===== config.mk =====
export PLATFORM = sky130hd
export DESIGN_NAME = dafs_seq
export DESIGN_NICKNAME = d
export VERILOG_FILES = /design/src/hw/dafs_pkg.sv /design/src/hw/dafs_stream_if.sv /design/src/hw/dafs_seq.sv /design/src/hw/dafs_fifo.sv
export VERILOG_INCLUDE_DIRS = /design/src /design/src/hw
export SDC_FILE = /design/constraint.sdc
export NUM_CORES = 1
export LEC_CHECK = 0
export BUFFER_PORTS_ARGS = -buffer_cell sky130_fd_sc_hd__buf_2
export CAP_MARGIN = 20
export CORE_ASPECT_RATIO = 1.25
export CORE_UTILIZATION = 50
export CTS_CLUSTER_SIZE = 40
export DETAILED_ROUTE_END_ITERATION = 10
export GPL_TIMING_DRIVEN = 0
export PLACE_DENSITY = 0.66
export SETUP_SLACK_MARGIN = 0.02
export SYNTH_ARGS = -nofsm -noshare
export SYNTH_HDL_FRONTEND = slang
export SYNTH_SLANG_ARGS = --single-unit

===== constraint.sdc =====
create_clock -name clk_i -period 5.5 [get_ports clk_i]
set_input_delay 0.55 -clock clk_i [delete_from_list [all_inputs] [get_ports clk_i]]
set_output_delay 0.55 -clock clk_i [all_outputs]
set_load 0.02 [all_outputs]

===== src/hw/dafs_map.svh =====
`ifndef DAFS_MAP_SVH
`define DAFS_MAP_SVH

// ---------------------------------------------------------------
// Result format
// ---------------------------------------------------------------
`define DAFS_RES_W 12
`define DAFS_WORD_W 24
`define DAFS_CODE_POS_FS 12'h7FF
`define DAFS_CODE_NEG_FS 12'h800
`define DAFS_FIFO_DEPTH 8

// ---------------------------------------------------------------
// Frame edge numbers
// ---------------------------------------------------------------
`define DAFS_CNT_W 6
`define DAFS_EDGE_NONE 6'h00
`define DAFS_EDGE_FIRST 6'h01
`define DAFS_EDGE_ACQ_HI 6'h03
`define DAFS_EDGE_CONV 6'h04
`define DAFS_EDGE_CONV_HI 6'h0F
`define DAFS_EDGE_DONE 6'h10
`define DAFS_EDGE_A_LO 6'h05
`define DAFS_EDGE_A_HI 6'h10
`define DAFS_EDGE_B_LO 6'h15
`define DAFS_EDGE_B_HI 6'h20
`define DAFS_EDGE_LAST 6'h20

`endif


===== src/hw/dafs_pkg.sv =====
`include "dafs_map.svh"

package dafs_pkg;

  typedef logic [`DAFS_RES_W-1:0] dafs_code_t;
  typedef logic [`DAFS_CNT_W-1:0] dafs_cnt_t;

  typedef struct packed {
    dafs_code_t a;
    dafs_code_t b;
  } dafs_word_t;

  typedef enum logic [2:0] {
    DAFS_DOWN,
    DAFS_ARMED,
    DAFS_ACQ,
    DAFS_CONV,
    DAFS_IDLE
  } dafs_state_t;

endpackage


===== src/hw/dafs_stream_if.sv =====
`timescale 1ns/1ps

interface dafs_stream_if #(
  parameter int W = 24
);
  logic valid;
  logic ready;
  logic [W-1:0] data;

  modport src (output valid, output data, input ready);
  modport snk (input valid, input data, output ready);
endinterface


===== src/hw/dafs_seq.sv =====
// Operation
// - Select fall starts a frame, select rise ends it.
// - Result pin floats while select is high, driven while low.
// - Falling edges one to three are acquisition on both channels.
// - Next twelve clock cycles convert both channels, one bit per cycle.
// - Edges 1-4 send zeros, edges 5-16 send channel A MSB first.
// - Edges 17-20 send zeros, edges 21-32 send channel B MSB first.
// - After edge 32 acquisition restarts; conversion resumes at N*32+4.
// - Select falling with clock high: acquire at next clock fall.
// - Select falling with clock low counts as first falling edge.
// - Select and clock falling together: acquire immediately.
// - Both channels sampled together on the fourth falling edge.
// - Results are 12-bit two's complement, 7FF to 800.
// - Each channel result spans 4096 distinct codes.
// - Select rising before edge 16 aborts and floats the output.
// - Select held low keeps converting frame after frame.
// - Power-down while select high and after conversion completes.
`timescale 1ns/1ps
`include "dafs_map.svh"

module dafs_seq
  import dafs_pkg::*;
(
  input wire logic clk_i,                // 25 MHz system clock
  input wire logic rst_n_i,              // Sync reset, active low
  input wire logic cs_n_i,               // Chip select pin, active low
  input wire logic sclk_i,               // Serial clock pin
  input wire logic sample_valid_i,       // Result pair offered
  output logic sample_ready_o,           // Result pair taken
  input wire logic [`DAFS_RES_W-1:0] channel_a_difference_input_i, // A code
  input wire logic [`DAFS_RES_W-1:0] channel_b_difference_input_i, // B code
  output logic sdata_o,                  // Serial result bit
  output logic sdata_oe_n_o,             // Result pin enable, active low
  output logic acquiring_o,              // Acquisition phase
  output logic converting_o,             // Conversion phase
  output logic power_down_o,             // Power-down phase
  output logic conv_abort_o              // Frame aborted, one cycle
);

  // ---------------------------------------------------------------
  // Helpers
  // ---------------------------------------------------------------
  function automatic logic in_span(input dafs_cnt_t k, input dafs_cnt_t lo,
                                   input dafs_cnt_t hi);
    in_span = (k >= lo) && (k <= hi);
  endfunction

  function automatic logic frame_bit(input dafs_cnt_t k,
                                     input dafs_word_t w);
    dafs_cnt_t off;
    off = `DAFS_EDGE_NONE;
    frame_bit = 1'b0;
    if (in_span(k, `DAFS_EDGE_A_LO, `DAFS_EDGE_A_HI)) begin
      off = `DAFS_EDGE_A_HI - k;
      frame_bit = w.a[off[3:0]];
    end else if (in_span(k, `DAFS_EDGE_B_LO, `DAFS_EDGE_B_HI)) begin
      off = `DAFS_EDGE_B_HI - k;
      frame_bit = w.b[off[3:0]];
    end
  endfunction

  function automatic dafs_state_t phase_of(input dafs_cnt_t k);
    if (k == `DAFS_EDGE_NONE) begin
      phase_of = DAFS_ARMED;
    end else if (in_span(k, `DAFS_EDGE_FIRST, `DAFS_EDGE_ACQ_HI)) begin
      phase_of = DAFS_ACQ;
    end else if (in_span(k, `DAFS_EDGE_CONV, `DAFS_EDGE_CONV_HI)) begin
      phase_of = DAFS_CONV;
    end else begin
      phase_of = DAFS_IDLE;
    end
  endfunction

  // ---------------------------------------------------------------
  // Pin synchronisers
  // ---------------------------------------------------------------
  logic cs_m_q;
  logic cs_s_q;
  logic cs_p_q;
  logic clk_m_q;
  logic clk_s_q;
  logic clk_p_q;
  logic cs_fall;
  logic cs_rise;
  logic sclk_fall;

  always_ff @(posedge clk_i) begin
    if (!rst_n_i) begin
      cs_m_q <= 1'b1;
      cs_s_q <= 1'b1;
      cs_p_q <= 1'b1;
    end else begin
      cs_m_q <= cs_n_i;
      cs_s_q <= cs_m_q;
      cs_p_q <= cs_s_q;
    end
  end

  always_ff @(posedge clk_i) begin
    if (!rst_n_i) begin
      clk_m_q <= 1'b0;
      clk_s_q <= 1'b0;
      clk_p_q <= 1'b0;
    end else begin
      clk_m_q <= sclk_i;
      clk_s_q <= clk_m_q;
      clk_p_q <= clk_s_q;
    end
  end

  assign cs_fall = cs_p_q & ~cs_s_q;
  assign cs_rise = ~cs_p_q & cs_s_q;
  assign sclk_fall = clk_p_q & ~clk_s_q;

  // ---------------------------------------------------------------
  // Frame window
  // ---------------------------------------------------------------
  logic in_frame_q;

  always_ff @(posedge clk_i) begin
    if (!rst_n_i) begin
      in_frame_q <= 1'b0;
    end else if (cs_fall) begin
      in_frame_q <= 1'b1;
    end else if (cs_rise) begin
      in_frame_q <= 1'b0;
    end
  end

  // ---------------------------------------------------------------
  // Falling edge counter
  // ---------------------------------------------------------------
  dafs_cnt_t cnt_q;
  dafs_cnt_t cnt_d;
  logic tick;

  always_comb begin
    cnt_d = cnt_q;
    tick = 1'b0;
    if (cs_rise) begin
      cnt_d = `DAFS_EDGE_NONE;
    end else if (cs_fall) begin
      // low clock counts as edge one
      if (!clk_s_q) begin
        cnt_d = `DAFS_EDGE_FIRST;
        tick = 1'b1;
      end else begin
        cnt_d = `DAFS_EDGE_NONE;
      end
    end else if (in_frame_q && sclk_fall) begin
      tick = 1'b1;
      if (cnt_q == `DAFS_EDGE_LAST) begin
        cnt_d = `DAFS_EDGE_FIRST;
      end else begin
        cnt_d = cnt_q + `DAFS_EDGE_FIRST;
      end
    end
  end

  always_ff @(posedge clk_i) begin
    if (!rst_n_i) begin
      cnt_q <= `DAFS_EDGE_NONE;
    end else begin
      cnt_q <= cnt_d;
    end
  end

  // ---------------------------------------------------------------
  // Result buffer and sampling
  // ---------------------------------------------------------------
  dafs_stream_if #(.W(`DAFS_WORD_W)) push_if ();
  dafs_stream_if #(.W(`DAFS_WORD_W)) pop_if ();
  dafs_word_t word_q;
  logic conv_go;

  // two 12-bit two's complement codes per pair
  assign push_if.valid = sample_valid_i;
  assign push_if.data = {channel_a_difference_input_i,
                         channel_b_difference_input_i};
  assign sample_ready_o = push_if.ready;

  // both channels taken at edge N*32+4
  assign conv_go = tick && (cnt_d == `DAFS_EDGE_CONV);
  assign pop_if.ready = conv_go;

  dafs_fifo #(
    .WIDTH(`DAFS_WORD_W),
    .DEPTH(`DAFS_FIFO_DEPTH)
  ) u_fifo (
    .clk_i(clk_i),
    .rst_n_i(rst_n_i),
    .push_s(push_if),
    .pop_s(pop_if)
  );

  always_ff @(posedge clk_i) begin
    if (!rst_n_i) begin
      word_q <= '0;
    end else if (conv_go && pop_if.valid) begin
      word_q <= pop_if.data;
    end
  end

  // ---------------------------------------------------------------
  // Serial output
  // ---------------------------------------------------------------
  logic sdata_q;
  logic oe_n_q;

  // zeros, then A, zeros, then B
  always_ff @(posedge clk_i) begin
    if (!rst_n_i) begin
      sdata_q <= 1'b0;
    end else if (cs_s_q) begin
      sdata_q <= 1'b0;
    end else if (tick) begin
      sdata_q <= frame_bit(cnt_d, conv_go ? pop_if.data : word_q);
    end
  end

  always_ff @(posedge clk_i) begin
    if (!rst_n_i) begin
      oe_n_q <= 1'b1;
    end else begin
      oe_n_q <= cs_s_q;
    end
  end

  assign sdata_o = sdata_q;
  assign sdata_oe_n_o = oe_n_q;

  // ---------------------------------------------------------------
  // Phase tracking
  // ---------------------------------------------------------------
  dafs_state_t state_q;
  logic abort_q;

  always_ff @(posedge clk_i) begin
    if (!rst_n_i) begin
      state_q <= DAFS_DOWN;
    end else begin
      case (state_q)
        DAFS_DOWN: begin
          if (cs_fall) begin
            state_q <= phase_of(cnt_d);
          end
        end
        DAFS_ARMED, DAFS_ACQ, DAFS_CONV, DAFS_IDLE: begin
          if (cs_rise) begin
            state_q <= DAFS_DOWN;
          end else if (tick) begin
            state_q <= phase_of(cnt_d);
          end
        end
        default: begin
          state_q <= DAFS_DOWN;
        end
      endcase
    end
  end

  always_ff @(posedge clk_i) begin
    if (!rst_n_i) begin
      abort_q <= 1'b0;
    end else begin
      abort_q <= cs_rise && in_frame_q && (cnt_q < `DAFS_EDGE_DONE);
    end
  end

  assign acquiring_o = (state_q == DAFS_ACQ);
  assign converting_o = (state_q == DAFS_CONV);
  assign power_down_o = (state_q == DAFS_DOWN) || (state_q == DAFS_IDLE)
                        || (state_q == DAFS_ARMED);
  assign conv_abort_o = abort_q;

  // ---------------------------------------------------------------
  // Checks
  // ---------------------------------------------------------------
  pin_float_a: assert property (@(posedge clk_i) disable iff (!rst_n_i)
    cs_s_q |=> sdata_oe_n_o && power_down_o)
    else $error("result pin driven while select high");

  frame_open_a: assert property (@(posedge clk_i) disable iff (!rst_n_i)
    cs_fall |=> in_frame_q && !sdata_oe_n_o)
    else $error("frame did not open on select fall");

  acq_span_a: assert property (@(posedge clk_i) disable iff (!rst_n_i)
    acquiring_o |-> in_span(cnt_q, `DAFS_EDGE_FIRST, `DAFS_EDGE_ACQ_HI))
    else $error("acquisition outside edges one to three");

  conv_start_a: assert property (@(posedge clk_i) disable iff (!rst_n_i)
    $rose(converting_o) |-> cnt_q == `DAFS_EDGE_CONV && $past(pop_if.ready))
    else $error("conversion did not start at edge four");

  conv_span_a: assert property (@(posedge clk_i) disable iff (!rst_n_i)
    converting_o |-> in_span(cnt_q, `DAFS_EDGE_CONV, `DAFS_EDGE_CONV_HI))
    else $error("conversion outside twelve cycles");

  lead_zero_a: assert property (@(posedge clk_i) disable iff (!rst_n_i)
    !cs_s_q && in_span(cnt_q, `DAFS_EDGE_FIRST, `DAFS_EDGE_CONV)
    |-> !sdata_o)
    else $error("leading zeros not driven");

  chan_a_bit_a: assert property (@(posedge clk_i) disable iff (!rst_n_i)
    tick && !cs_s_q && in_span(cnt_d, `DAFS_EDGE_A_LO, `DAFS_EDGE_A_HI)
    |=> sdata_o == word_q.a[4'(`DAFS_EDGE_A_HI - cnt_q)])
    else $error("channel A bit out of order");

  chan_b_bit_a: assert property (@(posedge clk_i) disable iff (!rst_n_i)
    tick && !cs_s_q && in_span(cnt_d, `DAFS_EDGE_B_LO, `DAFS_EDGE_B_HI)
    |=> sdata_o == word_q.b[4'(`DAFS_EDGE_B_HI - cnt_q)])
    else $error("channel B bit out of order");

  frame_wrap_a: assert property (@(posedge clk_i) disable iff (!rst_n_i)
    in_frame_q && !cs_rise && sclk_fall && cnt_q == `DAFS_EDGE_LAST
    |=> cnt_q == `DAFS_EDGE_FIRST && acquiring_o)
    else $error("frame did not wrap into acquisition");

  high_clk_a: assert property (@(posedge clk_i) disable iff (!rst_n_i)
    cs_fall && clk_s_q |=> cnt_q == `DAFS_EDGE_NONE && !acquiring_o)
    else $error("acquired before first clock fall");

  low_clk_a: assert property (@(posedge clk_i) disable iff (!rst_n_i)
    cs_fall && !clk_s_q |=> cnt_q == `DAFS_EDGE_FIRST && acquiring_o)
    else $error("select fall not counted as edge one");

  abort_pulse_a: assert property (@(posedge clk_i) disable iff (!rst_n_i)
    cs_rise && in_frame_q && cnt_q < `DAFS_EDGE_DONE
    |=> conv_abort_o ##1 !conv_abort_o)
    else $error("early select rise not aborted");

  done_down_a: assert property (@(posedge clk_i) disable iff (!rst_n_i)
    !cs_s_q && in_span(cnt_q, `DAFS_EDGE_DONE, `DAFS_EDGE_LAST)
    && !$changed(cnt_q) |-> power_down_o)
    else $error("not powered down after conversion");

endmodule


===== src/hw/dafs_fifo.sv =====
`timescale 1ns/1ps
`include "dafs_map.svh"

module dafs_fifo
  import dafs_pkg::*;
#(
  parameter int WIDTH = `DAFS_WORD_W,
  parameter int DEPTH = `DAFS_FIFO_DEPTH
) (
  input wire logic clk_i,   // System clock
  input wire logic rst_n_i, // Sync reset, active low
  dafs_stream_if.snk push_s, // Filling side
  dafs_stream_if.src pop_s   // Draining side
);

  localparam int AW = $clog2(DEPTH);

  logic [WIDTH-1:0] mem_q [DEPTH];
  logic [AW-1:0] wr_q;
  logic [AW-1:0] rd_q;
  logic [AW:0] cnt_q;
  logic push_fire;
  logic pop_fire;

  function automatic logic [AW-1:0] next_ptr(input logic [AW-1:0] p);
    next_ptr = (p == AW'(DEPTH - 1)) ? '0 : p + AW'(1);
  endfunction

  assign push_s.ready = (cnt_q != (AW + 1)'(DEPTH));
  assign pop_s.valid = (cnt_q != '0);
  assign pop_s.data = mem_q[rd_q];
  assign push_fire = push_s.valid & push_s.ready;
  assign pop_fire = pop_s.valid & pop_s.ready;

  always_ff @(posedge clk_i) begin
    if (push_fire) begin
      mem_q[wr_q] <= push_s.data;
    end
  end

  always_ff @(posedge clk_i) begin
    if (!rst_n_i) begin
      wr_q <= '0;
      rd_q <= '0;
    end else begin
      if (push_fire) begin
        wr_q <= next_ptr(wr_q);
      end
      if (pop_fire) begin
        rd_q <= next_ptr(rd_q);
      end
    end
  end

  always_ff @(posedge clk_i) begin
    if (!rst_n_i) begin
      cnt_q <= '0;
    end else if (push_fire && !pop_fire) begin
      cnt_q <= cnt_q + (AW + 1)'(1);
    end else if (pop_fire && !push_fire) begin
      cnt_q <= cnt_q - (AW + 1)'(1);
    end
  end

  fifo_level_a: assert property (@(posedge clk_i) disable iff (!rst_n_i)
    push_fire && !pop_fire |=> cnt_q == $past(cnt_q) + (AW + 1)'(1))
    else $error("fifo level did not rise on push");

  fifo_bound_a: assert property (@(posedge clk_i) disable iff (!rst_n_i)
    cnt_q <= (AW + 1)'(DEPTH))
    else $error("fifo level beyond depth");

endmodule


-- After elaboration in Yosys (flattened, before gate mapping)
Memories as Yosys holds them, arrays and structs flattened. A register that Yosys moved wholly into a read port is not among the register bits.
Index checks and enable logic that the tools add are counted.
- add/subtract/negate cells: 7
- $lt $le $gt $ge: 11
- eq/ne operators: 11
- multiplexer cells: 33
- bitwise operators: 9
- reductions and logical operators: 23
- operator list (cell ; count):
    3-bit two-way mux ; 10
    24-bit two-way mux ; 1
    6-bit two-way mux ; 4
    1-bit two-way mux ; 13
    6-bit by 3-bit >= comparator with 1-bit output, second input constant ; 2
    1-bit logical AND ; 11
    4-bit by 5-bit less-than comparator with 1-bit output, second input constant ; 2
    3-bit equality test, second input constant ; 3
    1-bit binary-select mux with 4-bit select ; 2
    4-bit two-way mux ; 2
    1-bit by 4-bit subtractor with 4-bit output, first input constant ; 2
    3-bit by 1-bit adder with 3-bit output, second input constant ; 2
    6-bit by 1-bit adder with 6-bit output, second input constant ; 1
    3-bit by 2-bit equality test with 1-bit output, second input constant ; 2
    6-bit by 3-bit equality test with 1-bit output, second input constant ; 1
    6-bit equality test, second input constant ; 1
    6-bit by 1-bit >= comparator with 1-bit output, second input constant ; 1
    6-bit by 5-bit >= comparator with 1-bit output, second input constant ; 1
    6-bit by 2-bit <= comparator with 1-bit output, second input constant ; 1
    6-bit by 4-bit <= comparator with 1-bit output, second input constant ; 1
    6-bit by 5-bit <= comparator with 1-bit output, second input constant ; 1
    6-bit <= comparator, second input constant ; 1
    6-bit zero test ; 1
    6-bit by 5-bit less-than comparator with 1-bit output, second input constant ; 1
    other kinds (17) ; 27
- flip-flop bits (word level): 52
- memory bits (writable): 192
- input port bits: 29
- output and inout port bits: 7
- memories: 1
- memories (memory ; words ; bits a word ; rd ports ; clocked after memory_dff ; write ports ; line ; RTL):
    u_fifo.mem_q ; 8 ; 24 ; 1 ; 1 ; 1 ; dafs_fifo.sv:18 ; logic [WIDTH-1:0] mem_q [DEPTH];

-- Longest topological paths before layout
- depth in word-level cells: 14
- depth in mapped cells: 22

-- By module
From an unflattened synthesis, not the netlist that was laid out.
- cell total of the unflattened synthesis: 663
- area, all modules: 10423.7 um^2
- by module, submodules not included (module ; instances ; cells each ; area an instance (um^2) ; sequential area each (um^2)):
    dafs_fifo ; 1 ; 352 ; 7927.6 ; 6025.8
    dafs_seq ; 1 ; 311 ; 2496.1 ; 840.8

-- Worst setup path before layout
OpenSTA, ideal clock, no wires.
- kind: reg-to-reg
- start: register cnt_q[0]
- end: register u_fifo.cnt_q[3]
- library setup time: 70 ps
- arrival time: 4041 ps
- path slack: 1389 ps
- stages on the path, launching flop included: 23
- buffers on the path: 2
- cells stage by stage: dfxtp_1 inv_1 ha_1 nand4bb_1 nor2_1 o31a_1 o21a_1 inv_1 ha_1 and4_1 nand3_1 buf_2 a21oi_1 buf_2 inv_2 ha_1 inv_1 ha_1 a21o_1 a21oi_1 xnor2_1 or3_1 a21oi_1
- longest elaborated chain between the ends: 11
- ends and longest elaborated chain (item ; line ; RTL):
    start: declaration ; dafs_seq.sv:133 ; dafs_cnt_t cnt_q;
    start signal: assignment ; dafs_seq.sv:162 ; cnt_q <= `DAFS_EDGE_NONE;
    start signal: assignment ; dafs_seq.sv:164 ; cnt_q <= cnt_d;
    6-bit by 1-bit adder with 6-bit output (no source line) or 6-bit equality test (tied branches) ; - ;
    6-bit two-way mux ; dafs_seq.sv:152 ; if (cnt_q == `DAFS_EDGE_LAST) begin
    6-bit two-way mux * ; dafs_seq.sv:150 ; end else if (in_frame_q && sclk_fall) begin
    6-bit two-way mux * ; dafs_seq.sv:142 ; end else if (cs_fall) begin
    6-bit two-way mux * ; dafs_seq.sv:140 ; if (cs_rise) begin
    6-bit by 3-bit equality test with 1-bit output (no source line) * ; - ;
    1-bit logical AND * ; dafs_seq.sv:183 ; assign conv_go = tick && (cnt_d == `DAFS_EDGE_CONV);
    1-bit AND * ; dafs_fifo.sv:33 ; assign pop_fire = pop_s.valid & pop_s.ready;
    1-bit zero test ; dafs_fifo.sv:58 ; end else if (push_fire && !pop_fire) begin
    1-bit logical AND ; dafs_fifo.sv:58 ;
    4-bit two-way mux or 2-bit nonzero test (tied branches) ; - ;
    end signal: assignment ; dafs_fifo.sv:59 ; cnt_q <= cnt_q + (AW + 1)'(1);
    end signal: assignment ; dafs_fifo.sv:61 ; cnt_q <= cnt_q - (AW + 1)'(1);
    end: declaration ; dafs_fifo.sv:21 ; logic [AW:0] cnt_q;
Mark *: on every way between the ends. The rest lies on a longest branch, timed or not.
A chain may end at the register's enable or synchronous reset.

-- Worst setup path in the final report
Same ends and word-level chain as after synthesis.

==> impl_metrics.tcl <==
set metrics [dict create \
    status "finished, final reports clean" \
    post-synth-top-count-cell "edfxtp_1" \
    fillers 1557 \
    power.density_nw_per_um2 340.8 \
    switching_share_pct 21.07 \
    worst_pin_slew_ps 1011 \
    pwr-share-comb_pct 6.3 \
    period_needed_ps 4930 \
    power.total_w 0.004054 \
    clkTransAtPathRegs_ps 60 \
    synth.top_cell.area_share_pct 55.94 \
    die_h_um 162.5 \
    hold_viol 0 \
    die_x_um 130.4 \
    synth-compound-area-share_pct 5.414 \
    p_leak_nw 3.883 \
    synth_top_area_cell "edfxtp_1" \
    wirelength_mm 21.26 \
    yosys.area_share.simple_pct 6.810 \
    nets 759 \
    worst_hold_slack_ps 231.6 \
    clockBufferDepth 3 \
    synth.net_count 680 \
    reg2reg_depth 22 \
    cts_made_buffers 25 \
    required_ps 5930 \
    coreArea_um2 20170 \
    critical_path_class "reg -> reg" \
    io_buffers 35 \
    grt_pass1_vias 6100 \
    vias 5716 \
    layout_setup_ws_ps 569.9 \
    yosys-top-cells-area "edfxtp_1 56%, mux4_2 11%, dfxtp_1 11%, mux2i_1 2.9%, nor2_1 2.0%" \
    ys_warn_count 0 \
    syn_to_final_growth_pct 15.42 \
    routedWlPerCell_um 21.22 \
    ir_drop_mv 0.2319 \
    synthMuxAreaShare_pct 16.75 \
    pwr-share-clk_pct 41.8 \
    synth-edff-count 192 \
    hold_path.class "in -> reg" \
    drc_errors 0 \
    final.setup_skew_ps 11.27 \
    setup_violations 0 \
    syn_inst 637 \
    placedCellCount 959 \
    placed_area_um2 11080 \
    drtPass1Iterations 5 \
    ys.flop_type "edfxtp_1" \
    pin_count 36 \
    finalNonFillerCells 1002 \
    fmax_mhz 202.8 \
    crit_path_start_kind "flip-flop" \
    final_cell_area_um2 11900 \
    synth-adder-area-share_pct 1.869 \
    cap_viol_max_count 0 \
    hp-start "cs_n_i" \
    seqPwrFrac_pct 51.9 \
    syn_area_um2 10310 \
    r2r_start "cnt_q[0]" \
    synth_common_cells "192 x edfxtp_1, 56 x nor2_1, 55 x dfxtp_1" \
    hold_depth 2 \
    syn_avg_cell_area_um2 16.18 \
    cts_setup_buffers 0 \
    cts_tree "yes" \
    ant_nets 0 \
    r2r_end "u_fifo.cnt_q[3]" \
    switching_power_w 0.0008541 \
    cts_sinks 247 \
    place_ws_ps 644.6 \
    p_int_w 0.003200 \
    htreeDepth 1 \
    cts_resized 0 \
    diodes 0 \
    hold_end "cs_m_q" \
    antenna_found_initial 0 \
    synth_async_sr_flop_share_pct 0 \
    grt_pass1_wl_mm 33.51 \
    setup.worst_path.end_class "flip-flop" \
    grt_start_max_net_pins 24 \
    die_area_um2 21200 \
    cp_max_fo 10 \
    hpwl_mm 14.72 \
    via_per_inst 5.705 \
    cts_root_buffer "clkbuf_16" \
    rsz0062_at_grt "no" \
    drive_gt1_share_pct 25.82 \
    r2r_slack_ps 570 \
    worstSkewPairLatency_ps 510 \
    synth-seq-cells 247 \
    first_iter_violations 376 \
    gr-usage-all-layers_pct 21.37 \
    ys_seq_area_share_pct 66.62 \
    hold_buffers 0 \
    start_util_pct 51.09 \
    slew_viol_final 0 \
    worst_ep_arrival_time_ps 5360 \
    finalCritPeriodShare_pct 89.64 \
    slew_headroom_pct 32.21 \
    synth_top_family_by_area "multiplexers" \
    gp_congestion 0.8199 \
    synth_xor_area_share_pct 0.3399 \
    rows 58 \
    grt_overflow 0 \
    ys_types 64 \
]
-- power by group through the flow --
stage | sequential, W | combinational, W | clock [W]
global route | 0.00211 | 0.000281 | 0.00179
CTS | 0.00211 | 0.000259 | 0.00172
floorplan | 0.00214 | 0.000148 | 0
global placement | 0.00215 | 0.000224 | 0
finish | 0.00210 | 0.000256 | 0.00169
detailed placement | 0.00214 | 0.000258 | 0
-- sequential cells by signal, indices dropped and copies added (netlist names), named ones only --
name,flops
u_fifo.mem_q,192
word_q,24
cnt_q,6
u_fifo.cnt_q,4
state_q,3
u_fifo.rd_q,3
u_fifo.wr_q,3
clk_m_q,1
clk_p_q,1
clk_s_q,1
conv_abort_o,1
cs_m_q,1
cs_s_q,1
in_frame_q,1
sdata_o,1
sdata_oe_n_o,1
-- per-stage QoR --
step	setup TNS, ps	util [%]
2_1_floorplan	0	-
3_3_place_gp	-19310	53.63
3_5_place_dp	0	54.90
4_1_cts	0	58.97
5_1_grt	0	58.97
6_report	0	58.97
-- area by class of cell --
| cell class | count | area, um2 | share of cell area (%) |
|---|---|---|---|
| buffer | 29 | 132.6 | 1.115 |
| clock buffer | 28 | 636.9 | 5.353 |
| clock inverter | 15 | 183.9 | 1.546 |
| inverter | 25 | 93.84 | 0.7888 |
| multi-input combinational | 336 | 3263 | 27.43 |
| sequential | 247 | 6867 | 57.72 |
| tap | 270 | 337.8 | 2.840 |
| timing repair buffer | 52 | 381.6 | 3.208 |
-- logic make-up (layout without fill, tap and decap cells) --
kind of cell / Yosys count / count (layout)
AOI/OAI and AO/OA: 77 / 77
buffers and inverters: 54 / 149
and+or+nand+nor: 136 / 136
muxes: 104 / 104
xor gates and xnor gates: 4 / 4
adders and majority gates: 15 / 15
DFF: 247 / 247
-- cells in the final DEF, fill, tap and decap left out, drive strengths merged, types with 22 or more instances in the layout --
master and n:
edfxtp 192, buf 65, nor2 56, dfxtp 55, mux4 52, clkbuf 44
mux2i 30, inv 25, nand2 22, mux2 22
-- worst max-delay path by stage --
stage	end	depth (start not counted)	slack [ps]	startpoint
after global placement	u_fifo.mem_q[0][23]	3	-810	sample_valid_i
after detailed placement	u_fifo.cnt_q[3]	22	640	cnt_q[0]
final	u_fifo.cnt_q[3]	22	570	cnt_q[0]
after global routing	u_fifo.cnt_q[3]	22	220	cnt_q[0]
after floorplan	u_fifo.cnt_q[3]	22	1390	cnt_q[0]
after CTS	u_fifo.cnt_q[3]	22	610	cnt_q[0]
-- layer usage --
layer / up-vias / routed length (um) / share of wire (%) / global-route usage (%)
met3: 41 / 717 / 3.4 / 2.989
li1: 2648 / - / - / -
met2: 116 / 10960 / 52 / 37.14
met4: 0 / 901 / 4.2 / 9.666
met5: - / 0 / 0 / 0
met1: 2911 / 8684 / 41 / 26.36
-- worst max-delay path, cell delays in order (launching register included) --
cell and delay [ps]:
dfxtp_1 400, inv_1 100, ha_1 200, nand4bb_1 150, nor2_1 120, o31a_1 250
o21a_1 250, inv_1 190, ha_1 270, and4_1 320, nand3_1 120, buf_2 210
a21oi_1 270, buf_2 360, inv_2 140, ha_1 250, inv_1 120, ha_1 240
a21o_1 180, a21oi_1 180, xnor2_1 100, or3_1 310, a21oi_1 140
Power figures use the tool's default switching activity.
